File: src/common/haw_pkg.sv
// Summary of operation
// RULE1 - Default divider gives one timer tick per 1 ms at a 14.7456 MHz clock.
// RULE2 - Tick period is four times the 16-bit divider value in clock cycles.
// RULE3 - Divider low byte sits in the lower lane, high byte above it.
// RULE4 - Watchdog times out after a fixed 2^16 ticks; only the divider changes it. The code sets the count with TIMEOUT_TICKS (4 in the testbench).
// RULE5 - Any host character restarts the count; expiry needs a full silent count.
// RULE6 - Enabled expiry with nonzero vector jumps to the macro after the current character.
// RULE7 - Firing clears the enable flag and releases input waiting for end of line.
// RULE8 - The factory watchdog macro only sends the character w to the host.
// RULE9 - Host or macro must reset bus state with stop, start or select afterwards.
// RULE10 - Reinitialise command acts only when followed by key byte 5A.
// RULE11 - Host keeps at most one wait-for-end-of-line phrase buffered on samples.
// RULE12 - End-of-line character defaults to line feed 0x0A and is configurable.
// RULE13 - After firing no new event occurs until software sets the enable again.
package haw_pkg;
  localparam int unsigned CLK_HZ = 14745600;
  localparam int unsigned TICK_RATE_HZ = 1000;
  localparam int unsigned TICK_PRESCALE = 4;
  localparam logic [15:0] DIV_RESET =
    16'((CLK_HZ + (TICK_PRESCALE * TICK_RATE_HZ) / 2) / (TICK_PRESCALE * TICK_RATE_HZ));
  localparam int unsigned WDOG_TICK_BITS = 16;
  localparam int unsigned WDOG_TICKS = 1 << WDOG_TICK_BITS;
  localparam int unsigned WCNT_W = WDOG_TICK_BITS + 1;
  localparam int unsigned AW = 8;
  localparam logic [7:0] OFF_DIV = 8'h00;
  localparam logic [7:0] OFF_CTRL = 8'h04;
  localparam logic [7:0] OFF_VECTOR = 8'h08;
  localparam logic [7:0] OFF_EOL = 8'h0C;
  localparam logic [7:0] OFF_STATUS = 8'h10;
  localparam logic [7:0] OFF_MASK = 8'h14;
  localparam logic [7:0] OFF_COUNT = 8'h18;
  localparam logic [7:0] OFF_MACRO_PRESET = 8'h1C;
  localparam int unsigned CTRL_ENABLE_BIT = 0;
  localparam int unsigned CTRL_SLEEP_BIT = 1;
  localparam int unsigned ST_EXPIRE_BIT = 0;
  localparam int unsigned ST_FIRE_BIT = 1;
  localparam int unsigned ST_REINIT_BIT = 2;
  localparam int unsigned ST_W = 3;
  localparam logic [7:0] EOL_RESET = 8'h0A;
  localparam logic [7:0] VECTOR_RESET = 8'h70;
  localparam logic [7:0] FACTORY_MACRO_CHAR = 8'h77;
  localparam logic [7:0] CMD_REINIT_CHAR = 8'h58;
  localparam logic [7:0] REINIT_KEY = 8'h5A;
  localparam logic [1:0] RESP_OKAY = 2'h0;
  localparam logic [1:0] RESP_DECERR = 2'h3;
endpackage

File: src/hdl/haw_guard_cnt.sv
`timescale 1ns/1ps
module haw_guard_cnt
  import haw_pkg::*;
#(
  parameter int unsigned TIMEOUT_TICKS = WDOG_TICKS
) (
  input wire logic aclk,
  input wire logic aresetn,
  input wire logic tick,
  input wire logic restart,
  output logic [WCNT_W-1:0] count,
  output logic expire
);
  // The count saturates so that one silent spell gives exactly one expiry.
  always_ff @(posedge aclk) begin
    if (!aresetn) begin
      count <= '0;
      expire <= 1'b0;
    end else begin
      expire <= 1'b0;
      if (restart) begin
        count <= '0; // RULE5
      end else if (tick && count < WCNT_W'(TIMEOUT_TICKS)) begin
        count <= count + WCNT_W'(1);
        expire <= (count == WCNT_W'(TIMEOUT_TICKS - 1)); // RULE4
      end
    end
  end
endmodule // haw_guard_cnt

File: src/hdl/haw_tick_gen.sv
`timescale 1ns/1ps
module haw_tick_gen
  import haw_pkg::*;
(
  input wire logic aclk,
  input wire logic aresetn,
  input wire logic [15:0] divider,
  output logic tick
);
  logic [1:0] pre_q;
  logic [15:0] cnt_q;
  logic [15:0] last;

  // A zero divider would stall the timer, so it behaves like one.
  assign last = (divider == 16'h0000) ? 16'h0000 : divider - 16'h0001;

  always_ff @(posedge aclk) begin
    if (!aresetn) begin
      pre_q <= 2'h0;
      cnt_q <= 16'h0000;
      tick <= 1'b0;
    end else begin
      pre_q <= pre_q + 2'h1; // RULE2
      tick <= 1'b0;
      if (pre_q == 2'(TICK_PRESCALE - 1)) begin
        if (cnt_q >= last) begin
          cnt_q <= 16'h0000;
          tick <= 1'b1; // RULE1
        end else begin
          cnt_q <= cnt_q + 16'h0001;
        end
      end
    end
  end
endmodule // haw_tick_gen

File: src/hdl/haw_top.sv
// Our own choices: the placing of the registers and the AXI4-Lite register port.
`timescale 1ns/1ps
module haw_top #(
  parameter int unsigned TIMEOUT_TICKS = haw_pkg::WDOG_TICKS
) (
  input wire logic aclk,
  input wire logic aresetn,
  input wire logic [haw_pkg::AW-1:0] s_axi_awaddr,
  input wire logic s_axi_awvalid,
  output logic s_axi_awready,
  input wire logic [31:0] s_axi_wdata,
  input wire logic [3:0] s_axi_wstrb,
  input wire logic s_axi_wvalid,
  output logic s_axi_wready,
  output logic [1:0] s_axi_bresp,
  output logic s_axi_bvalid,
  input wire logic s_axi_bready,
  input wire logic [haw_pkg::AW-1:0] s_axi_araddr,
  input wire logic s_axi_arvalid,
  output logic s_axi_arready,
  output logic [31:0] s_axi_rdata,
  output logic [1:0] s_axi_rresp,
  output logic s_axi_rvalid,
  input wire logic s_axi_rready,
  input wire logic rx_char_valid,
  input wire logic exec_char_valid,
  input wire logic [7:0] exec_char,
  input wire logic exec_busy,
  output logic macro_jump,
  output logic [7:0] macro_vector,
  output logic eol_release,
  output logic [7:0] eol_char,
  output logic reinit_req,
  output logic timer_tick,
  output logic irq
);
  import haw_pkg::*;

  logic [15:0] timer_tick_divider_q;
  logic host_activity_guard_enable_q;
  logic sleep_permit_bit_q;
  logic [7:0] vector_q;
  logic [7:0] eol_q;
  logic [ST_W-1:0] status_q;
  logic [ST_W-1:0] mask_q;
  logic [ST_W-1:0] events;
  logic [WCNT_W-1:0] wd_count;
  logic wd_expire;
  logic fire;
  logic redirect_pend_q;
  logic reinit_armed_q;
  logic aw_have_q;
  logic w_have_q;
  logic [AW-1:0] aw_addr_q;
  logic [31:0] w_data_q;
  logic [3:0] w_strb_q;
  logic wr_do;
  logic rd_do;
  logic rd_status;
  logic soft_init;

  function automatic logic known_offset(input logic [AW-1:0] a);
    unique case (a)
      OFF_DIV, OFF_CTRL, OFF_VECTOR, OFF_EOL, OFF_STATUS, OFF_MASK, OFF_COUNT,
      OFF_MACRO_PRESET: known_offset = 1'b1;
      default: known_offset = 1'b0;
    endcase
  endfunction

  function automatic logic wr_hit(input logic [AW-1:0] a, input logic [AW-1:0] off);
    wr_hit = (a == off);
  endfunction

  // Write channel: address and data are taken in either order.
  assign wr_do = aw_have_q && w_have_q && !s_axi_bvalid;
  assign rd_do = s_axi_arvalid && s_axi_arready;
  assign rd_status = rd_do && s_axi_araddr == OFF_STATUS;
  assign soft_init = reinit_req;

  always_ff @(posedge aclk) begin
    if (!aresetn) begin
      aw_have_q <= 1'b0;
      aw_addr_q <= '0;
      s_axi_awready <= 1'b0;
    end else begin
      s_axi_awready <= !aw_have_q && !(s_axi_awvalid && s_axi_awready);
      if (s_axi_awvalid && s_axi_awready) begin
        aw_have_q <= 1'b1;
        aw_addr_q <= s_axi_awaddr;
      end else if (wr_do) begin
        aw_have_q <= 1'b0;
      end
    end
  end

  always_ff @(posedge aclk) begin
    if (!aresetn) begin
      w_have_q <= 1'b0;
      w_data_q <= '0;
      w_strb_q <= '0;
      s_axi_wready <= 1'b0;
    end else begin
      s_axi_wready <= !w_have_q && !(s_axi_wvalid && s_axi_wready);
      if (s_axi_wvalid && s_axi_wready) begin
        w_have_q <= 1'b1;
        w_data_q <= s_axi_wdata;
        w_strb_q <= s_axi_wstrb;
      end else if (wr_do) begin
        w_have_q <= 1'b0;
      end
    end
  end

  always_ff @(posedge aclk) begin
    if (!aresetn) begin
      s_axi_bvalid <= 1'b0;
      s_axi_bresp <= RESP_OKAY;
    end else if (wr_do) begin
      s_axi_bvalid <= 1'b1;
      s_axi_bresp <= known_offset(aw_addr_q) ? RESP_OKAY : RESP_DECERR;
    end else if (s_axi_bready) begin
      s_axi_bvalid <= 1'b0;
    end
  end

  // Read channel: one cycle from address to data, held until taken.
  always_ff @(posedge aclk) begin
    if (!aresetn) begin
      s_axi_arready <= 1'b0;
      s_axi_rvalid <= 1'b0;
      s_axi_rdata <= '0;
      s_axi_rresp <= RESP_OKAY;
    end else begin
      s_axi_arready <= !s_axi_rvalid && !rd_do;
      if (rd_do) begin
        s_axi_rvalid <= 1'b1;
        s_axi_rresp <= known_offset(s_axi_araddr) ? RESP_OKAY : RESP_DECERR;
        unique case (s_axi_araddr)
          OFF_DIV: s_axi_rdata <= {16'h0000, timer_tick_divider_q};
          OFF_CTRL: s_axi_rdata <= {30'h0, sleep_permit_bit_q, host_activity_guard_enable_q};
          OFF_VECTOR: s_axi_rdata <= {24'h000000, vector_q};
          OFF_EOL: s_axi_rdata <= {24'h000000, eol_q};
          OFF_STATUS: s_axi_rdata <= {29'h0, status_q};
          OFF_MASK: s_axi_rdata <= {29'h0, mask_q};
          OFF_COUNT: s_axi_rdata <= 32'(wd_count);
          OFF_MACRO_PRESET: s_axi_rdata <= {24'h000000, FACTORY_MACRO_CHAR}; // RULE8
          default: s_axi_rdata <= 32'h00000000;
        endcase
      end else if (s_axi_rready) begin
        s_axi_rvalid <= 1'b0;
      end
    end
  end

  // Settings return to their power-on values on reset and on a keyed reinitialise.
  always_ff @(posedge aclk) begin
    if (!aresetn || soft_init) begin // RULE10
      timer_tick_divider_q <= DIV_RESET; // RULE1
      vector_q <= VECTOR_RESET;
      eol_q <= EOL_RESET; // RULE12
      mask_q <= '0;
      sleep_permit_bit_q <= 1'b0;
    end else if (wr_do) begin
      if (wr_hit(aw_addr_q, OFF_DIV)) begin
        if (w_strb_q[0]) timer_tick_divider_q[7:0] <= w_data_q[7:0]; // RULE3
        if (w_strb_q[1]) timer_tick_divider_q[15:8] <= w_data_q[15:8]; // RULE3
      end
      if (wr_hit(aw_addr_q, OFF_VECTOR) && w_strb_q[0]) vector_q <= w_data_q[7:0];
      if (wr_hit(aw_addr_q, OFF_EOL) && w_strb_q[0]) eol_q <= w_data_q[7:0]; // RULE12
      if (wr_hit(aw_addr_q, OFF_MASK) && w_strb_q[0]) mask_q <= w_data_q[ST_W-1:0];
      if (wr_hit(aw_addr_q, OFF_CTRL) && w_strb_q[0]) begin
        sleep_permit_bit_q <= w_data_q[CTRL_SLEEP_BIT];
      end
    end
  end

  // A software write in the same cycle as a firing wins, so a re-arm is never lost.
  always_ff @(posedge aclk) begin
    if (!aresetn || soft_init) begin
      host_activity_guard_enable_q <= 1'b0;
    end else if (wr_do && wr_hit(aw_addr_q, OFF_CTRL) && w_strb_q[0]) begin
      host_activity_guard_enable_q <= w_data_q[CTRL_ENABLE_BIT]; // RULE13
    end else if (fire) begin
      host_activity_guard_enable_q <= 1'b0; // RULE7
    end
  end

  haw_tick_gen u_tick (
    .aclk(aclk),
    .aresetn(aresetn),
    .divider(timer_tick_divider_q),
    .tick(timer_tick)
  );

  haw_guard_cnt #(
    .TIMEOUT_TICKS(TIMEOUT_TICKS)
  ) u_guard (
    .aclk(aclk),
    .aresetn(aresetn),
    .tick(timer_tick),
    .restart(rx_char_valid), // RULE5
    .count(wd_count),
    .expire(wd_expire)
  );

  // The counter keeps running while disarmed; the enable and a nonzero vector gate the event.
  assign fire = wd_expire && host_activity_guard_enable_q && vector_q != 8'h00; // RULE6 RULE13

  // The jump waits for the executor to finish the character it holds.
  always_ff @(posedge aclk) begin
    if (!aresetn || soft_init) begin
      redirect_pend_q <= 1'b0;
      macro_jump <= 1'b0;
      macro_vector <= 8'h00;
      eol_release <= 1'b0;
    end else begin
      macro_jump <= 1'b0;
      eol_release <= fire; // RULE7
      if (fire) begin
        redirect_pend_q <= 1'b1;
        macro_vector <= vector_q;
      end else if (redirect_pend_q && !exec_busy) begin
        redirect_pend_q <= 1'b0;
        macro_jump <= 1'b1; // RULE6
      end
    end
  end

  assign eol_char = eol_q;

  // Reinitialise needs the command character immediately followed by the key.
  always_ff @(posedge aclk) begin
    if (!aresetn || soft_init) begin
      reinit_armed_q <= 1'b0;
      reinit_req <= 1'b0;
    end else begin
      reinit_req <= 1'b0;
      if (exec_char_valid) begin
        reinit_armed_q <= (exec_char == CMD_REINIT_CHAR);
        reinit_req <= reinit_armed_q && exec_char == REINIT_KEY; // RULE10
      end
    end
  end

  assign events = {soft_init, fire, wd_expire};

  // A new event beats the clear of a status read in the same cycle.
  always_ff @(posedge aclk) begin
    if (!aresetn) begin
      status_q <= '0;
      irq <= 1'b0;
    end else begin
      status_q <= (rd_status ? '0 : status_q) | events;
      irq <= |(((rd_status ? '0 : status_q) | events) & mask_q);
    end
  end
endmodule // haw_top

File: config.mk
export PLATFORM = sky130hd
export DESIGN_NAME = haw_top
export DESIGN_NICKNAME = d
export VERILOG_FILES = /design/src/common/haw_pkg.sv /design/src/hdl/haw_guard_cnt.sv /design/src/hdl/haw_tick_gen.sv /design/src/hdl/haw_top.sv
export SDC_FILE = /design/constraint.sdc
export NUM_CORES = 1
export LEC_CHECK = 0
export BUFFER_PORTS_ARGS = -buffer_cell sky130_fd_sc_hd__buf_2
export CORE_MARGIN = 2
export CORE_UTILIZATION = 45
export DETAILED_ROUTE_END_ITERATION = 8
export PLACE_DENSITY = 0.65
export SLEW_MARGIN = 20
export SYNTH_ARGS = -nofsm -noshare
export SYNTH_HDL_FRONTEND = slang
export SYNTH_SLANG_ARGS = --single-unit
File: constraint.sdc
create_clock -name aclk -period 5.7 [get_ports aclk]
set_input_delay 0.57 -clock aclk [delete_from_list [all_inputs] [get_ports aclk]]
set_output_delay 0.57 -clock aclk [all_outputs]
set_load 0.01 [all_outputs]
; After elaboration in Yosys (flattened, before gate mapping)
; Memories as Yosys holds them, arrays and structs flattened. A register that Yosys moved wholly into a read port is not among the register bits.
; Cells that the tools add are included.
[op_classes]
muxes = 27
n_lt_le_gt_ge = 2
addsub = 4
n_reduce_logical = 54
n_bitwise = 5
eq_ne = 15
[op_table]
columns = cell, count
row1 = $pmux W17 S8, 1
row2 = $eq A8 B5 Y1 const B, 5
row3 = $eq A8 B4 Y1 const B, 4
row4 = $mux W16, 2
row5 = $logic_and A1 B1 Y1, 20
row6 = $mux W1, 19
row7 = $add A17 B1 Y17 const B, 1
row8 = $eq A17 B16 Y1 const B, 1
row9 = $lt A17 B17 Y1 const B, 1
row10 = $add A16 B1 Y16 const B, 1
row11 = $eq A8 B3 Y1 const B, 2
row12 = $eq A8 B7 Y1 const B, 2
row13 = $ge A16 B16 Y1, 1
row14 = $logic_not A16 Y1, 1
row15 = $logic_not A8 Y1, 2
row16 = $sub A16 B1 Y16 const B, 1
row17 = $reduce_bool A2 Y1, 6
row18 = $mux W5, 2
row19 = $reduce_and A2 Y1, 5
row20 = $logic_not A1 Y1, 9
row21 = $reduce_bool A8 Y1, 1
row22 = $logic_not A3 Y1, 2
row23 = $reduce_and A3 Y1, 2
row24 = $reduce_or A2 Y1, 3
row25 = 9 further kinds, 13
[word_totals]
rom_bits = 64
inputBits = 70
reg_bits = 160
wordCells = 142
output_inout_bits = 62
n_memories = 2
[memory_table]
columns = memory, words, width, read_ports, rd_ports_with_merged_regs, wr, line
row1 = (name not given), 32, 1, 1, 0, 0, haw_top.sv:63  ; unique case (a)
row2 = (name not given), 32, 1, 1, 1, 0, haw_top.sv:63

; Longest topological paths before layout
[logic_depth]
word_depth = 6
depth_mapped = 13
ltp_nobuf = 12

; Cells and area by module
; A second synthesis with hierarchy kept.
[hier_totals]
cells_unflattened = 780
area_unflattened_um2 = 6945.4
[modules_own_cells]
columns = module, seq_area_each_um2, area_per_inst_um2, cells_per_inst, instances
row1 = haw_top, 2142.1, 4556.9, 498, 1
row2 = haw_tick_gen, 380.4, 1554.0, 190, 1
row3 = haw_guard_cnt, 360.3, 834.6, 92, 1

; Worst setup path before layout
; Ideal clock, no wire load.
[synth_path]
path_type = register to register
from = register timer_tick_divider_q[6]
to = register u_tick.cnt_q[10]
path_buffers = 1
slack_ns = 2.642
stages_incl_launch_ff = 13
arrival_ns = 2.941
synth_period_minus_slack_ns = 3.058
setup_ns = 0.117
required_ns = 5.583
cell_sequence = dfxtp_1 -> or4_1 -> and4bb_2 -> nand2_1 -> xnor2_1 -> nand2_1 -> ha_1 -> nand4_1 -> nor3_1 -> o2111ai_1 -> a32oi_2 -> buf_2 -> nor2_1
[synth_between]
elab_chain_len = 4
elab_cells_between_ends = 5
cone_classes = add/sub (1) / order compare (1) / mux (2) / reduce/logical (1)
[synth_rtl]
columns = item, line
row1 = from (decl), haw_top.sv:39  ; logic [15:0] timer_tick_divider_q;
row2 = from (signal assigned), haw_top.sv:165  ; if (w_strb_q[0]) timer_tick_divider_q[7:0] <= w_data_q[7:0];
row3 = $sub A16 B1 Y16 / $logic_not A16 Y1 (equally long branches), haw_tick_gen.sv:15  ; assign last = (divider == 16'h0000) ? 16'h0000 : divider - 16'h0001;
row4 = $mux W16 (*), haw_tick_gen.sv:15
row5 = $ge A16 B16 Y1 (*), haw_tick_gen.sv:26  ; if (cnt_q >= last) begin
row6 = $mux W16 (*), haw_tick_gen.sv:26
row7 = to (signal assigned), haw_tick_gen.sv:30  ; cnt_q <= cnt_q + 16'h0001;
row8 = to (decl), haw_tick_gen.sv:11  ; logic [15:0] cnt_q;
; Mark *: on every way between the ends. The rest lies on a longest branch, timed or not.
; A chain may end at the register's enable or synchronous reset.

; Worst setup path in the final report
[layout_path]
from = register timer_tick_divider_q[6]
to = register u_tick.cnt_q[5]
; The elaborated chain is that of the path after synthesis.

==> reports/metrics.cfg <==
[outcome]
status=completed

[drt]
ant_nets=0
vias_per_cell=5.317
routed_wl_mm=15.87
dr_total_vias=5466
first_pass_iters=5
drc=0
wl_per_cell_um=15.44
drt_iter0_drc=410

[worst_setup_path]
arrival_ns=3.97
cp_data_required_time_ns=5.98
critical_path_class=reg -> reg
cp-start-kind=flip-flop
endpoint_kind=flip-flop
worst-path-max-fanout=16

[power]
intPower_w=0.001771
p_comb_share_pct=4.9
sw_frac_of_total_pct=22.28
power_frac_seq_pct=45.5
clkPwrFrac_pct=49.6
power_per_cell_area_nw_per_um2=290.2
p_leak_nw=3.265
vdd_drop_max_mv=0.2048
switchingPower_w=0.0005076

[floorplan]
ios=132
fp.dieH_um=126.6
core_um2=14590
initial_core_util_pct=46.36
fp-row-count=44
fp.dieW_um=126.6
die_area_um2=16030

[clocking]
htree_levels=4
hold_buffers=0
insertion_delay_ns=0.42
ctsRootBufferMaster=clkbuf_16
clockBufferDepth=2
cts_tree=built
numCtsBuffers=17
postCtsSetupRepairBufs=0
clk_pin_slew_ns=0.06
tritoncts_num_sinks=144
ctsResizeCount=0

[synthesis]
ys_seq_area_share_pct=42.62
yosys.area_share.adder_pct=4.070
synth_cells=750
synth-compound-area-share_pct=10.12
netlist_area_um2=6764
async_flop_share_pct=0
synth_top_family_by_area=simple AND/OR/NAND/NOR gates
synth-seq-cells=144
synth_largest_area_cell=dfxtp_1
synth_area_leaders=dfxtp_1, mux2i_1, nand2_1
ys.flop_type=dfxtp_1
syn_area_per_cell_um2=9.019
synth_top_area_share_pct=42.62
synth.distinct_cells=59
muxShareOfSynthArea_pct=8.787
yosys_warnings=0
synth-edff-count=0
synth_xor_area_share_pct=5.438
synth_simple_gate_area_share_pct=23.79

[sta]
relSlewSlack_pct=34.68
post-route-period-util_pct=64.72
slew_viol_final=0
finalHoldViolCount=0
clock.fmax_mhz=271.1
max_slew.worst_pin.slew_ns=0.9777
setup_violations=0
setup_tns_ns=0
skew_ns=0.008251
rsz0062_at_grt=no
period_minus_slack_ns=3.689
whs_ns=0.3194

[grt]
antenna_found_initial=0
first_global_vias=5245
gr-total-overflow=0
grt_max_degree=62
grt_usage_pct=20.00
grt_pass1_wl_mm=25.74

[final_layout]
insertedDiodeCount=0
layout-area-overhead-vs-synth_pct=16.09
drive_gt1_share_pct=18.01
post-route-util_pct=53.83
fin_area_um2=7853
nets=923
multiInputGateArea_um2=3587
fill_cells=1326
regArea_um2=2883

[placement]
port_buffers=98
place_congestion=0.8582
dp.final_hpwl_mm=11.74
place_area_um2=7247

[min_path]
min_path_type=in -> reg

[run]
max_cap_violations=0

-- power by group through the flow --
| stage | clock network, W | logic, W | registers, W |
|---|---|---|---|
| floorplan | 0 | 0.0000832 | 0.00106 |
| global placement | 0 | 0.000109 | 0.00106 |
| detailed placement | 0 | 0.000111 | 0.00106 |
| CTS | 0.00115 | 0.000112 | 0.00104 |
| global route | 0.00119 | 0.000124 | 0.00104 |
| finish | 0.00113 | 0.000111 | 0.00104 |
-- cells in the mapped netlist (all sizes together) (16+ instances only) --
master,number
dfxtp,144
nand2,116
nor2,90
mux2i,47
a21boi,28
clkbuf,28
xor2,26
buf,25
nor2b,23
ha,22
a21oi,21
o21ai,21
nand4,16
xnor2,16
-- layout by cell type (no fill, tap or decap), drive strengths merged, types with 2 or more instances in the layout --
| cell type | instances |
|---|---|
| o22a | 2 |
| clkinv | 5 |
| nor2 | 90 |
| or3 | 2 |
| nand2b | 9 |
| nor3b | 2 |
| o21a | 2 |
| and2 | 10 |
| a31oi | 2 |
| mux2 | 7 |
| ha | 22 |
| nor2b | 23 |
| clkbuf | 21 |
| inv | 11 |
| mux2i | 47 |
| or4 | 3 |
| a21oi | 21 |
| nand4 | 16 |
| a21boi | 28 |
| nand3b | 2 |
| xor2 | 26 |
| a22oi | 5 |
| dfxtp | 144 |
| nand3 | 12 |
| nor4b | 2 |
| o21ai | 21 |
| buf | 101 |
| bufinv | 3 |
| a222oi | 8 |
| xnor2 | 16 |
| o221a | 3 |
| and3 | 7 |
| nor4 | 8 |
| nor3 | 12 |
| nand2 | 116 |
| and4 | 3 |
| nor4bb | 2 |
| mux4 | 2 |
| conb | 15 |
-- path summary, 6_finish.rpt --
| check | to | slack (ns) | startpoint | cells past startpoint |
|---|---|---|---|---|
| hold reg to reg | u_tick.pre_q[0] | 0.42 | u_tick.pre_q[0] | 1 |
| setup reg to reg | u_tick.cnt_q[5] | 2.01 | timer_tick_divider_q[6] | 10 |
| setup / recovery | u_tick.cnt_q[5] | 2.01 | timer_tick_divider_q[6] | 10 |
| hold / removal | macro_jump | 0.32 | exec_busy | 2 |
-- area by class of cell --
cell class / instances / share of cell area, %
clock buffers: 21 / 5.736
well taps: 184 / 2.932
repair buffers: 101 / 6.533
inverters: 9 / 0.4302
flip-flops and latches: 144 / 36.71
clock inverters: 11 / 1.976
multi-input cells: 558 / 45.68
-- through the flow --
| stage | total power [W] | instances | worst slack, ns |
|---|---|---|---|
| floorplan | 0.001139 | 764 | 2.642 |
| global placement | 0.001167 | 996 | 2.094 |
| detailed placement | 0.001170 | 996 | 2.023 |
| CTS | 0.002303 | 1028 | 1.986 |
| global route | 0.002356 | 1028 | 1.751 |
| finish | 0.002279 | 1028 | 2.011 |
-- worst max-delay path, cell delays in order (launching register included) --
cell	delay, ns
dfxtp_1	0.39
or4_1	0.62
nor2_1	0.15
nand4_1	0.47
nand2_1	0.25
ha_1	0.17
nand4_1	0.14
nor3_1	0.32
o2111ai_1	0.23
a32oi_2	0.68
nor2_1	0.12
-- kinds of logic (layout without fill, tap and decap cells) --
group / after synthesis / in the layout
muxes: 56 / 56
xor gates and xnor gates: 42 / 42
other: 1 / 15
and+or+nand+nor: 324 / 324
adders and majority gates: 22 / 22
DFF: 144 / 144
AOI/OAI and AO/OA: 99 / 99
buffers and inverters: 62 / 142
-- sequential cells by signal (all words and copies together) (netlist names), 3 cells and up, named ones only --
signal	cells
s_axi_rdata	17
status_q	3
eol_char	8
u_guard.count	17
vector_q	8
aw_addr_q	8
u_tick.cnt_q	16
macro_vector	8
mask_q	3
w_data_q	16
timer_tick_divider_q	16
-- routing by layer --
metal / vias up / wire (um) / track usage [%] / share of wire [%]
met2: 170 / 7508 / 32.84 / 47
met1: 2556 / 7312 / 25.92 / 46
met3: 20 / 828 / 4.302 / 5.2
met4: 0 / 223 / 7.434 / 1.4
met5: - / 0 / 0 / 0
li1: 2720 / - / - / -
Note: power is estimated with default switching activity, not from simulation.
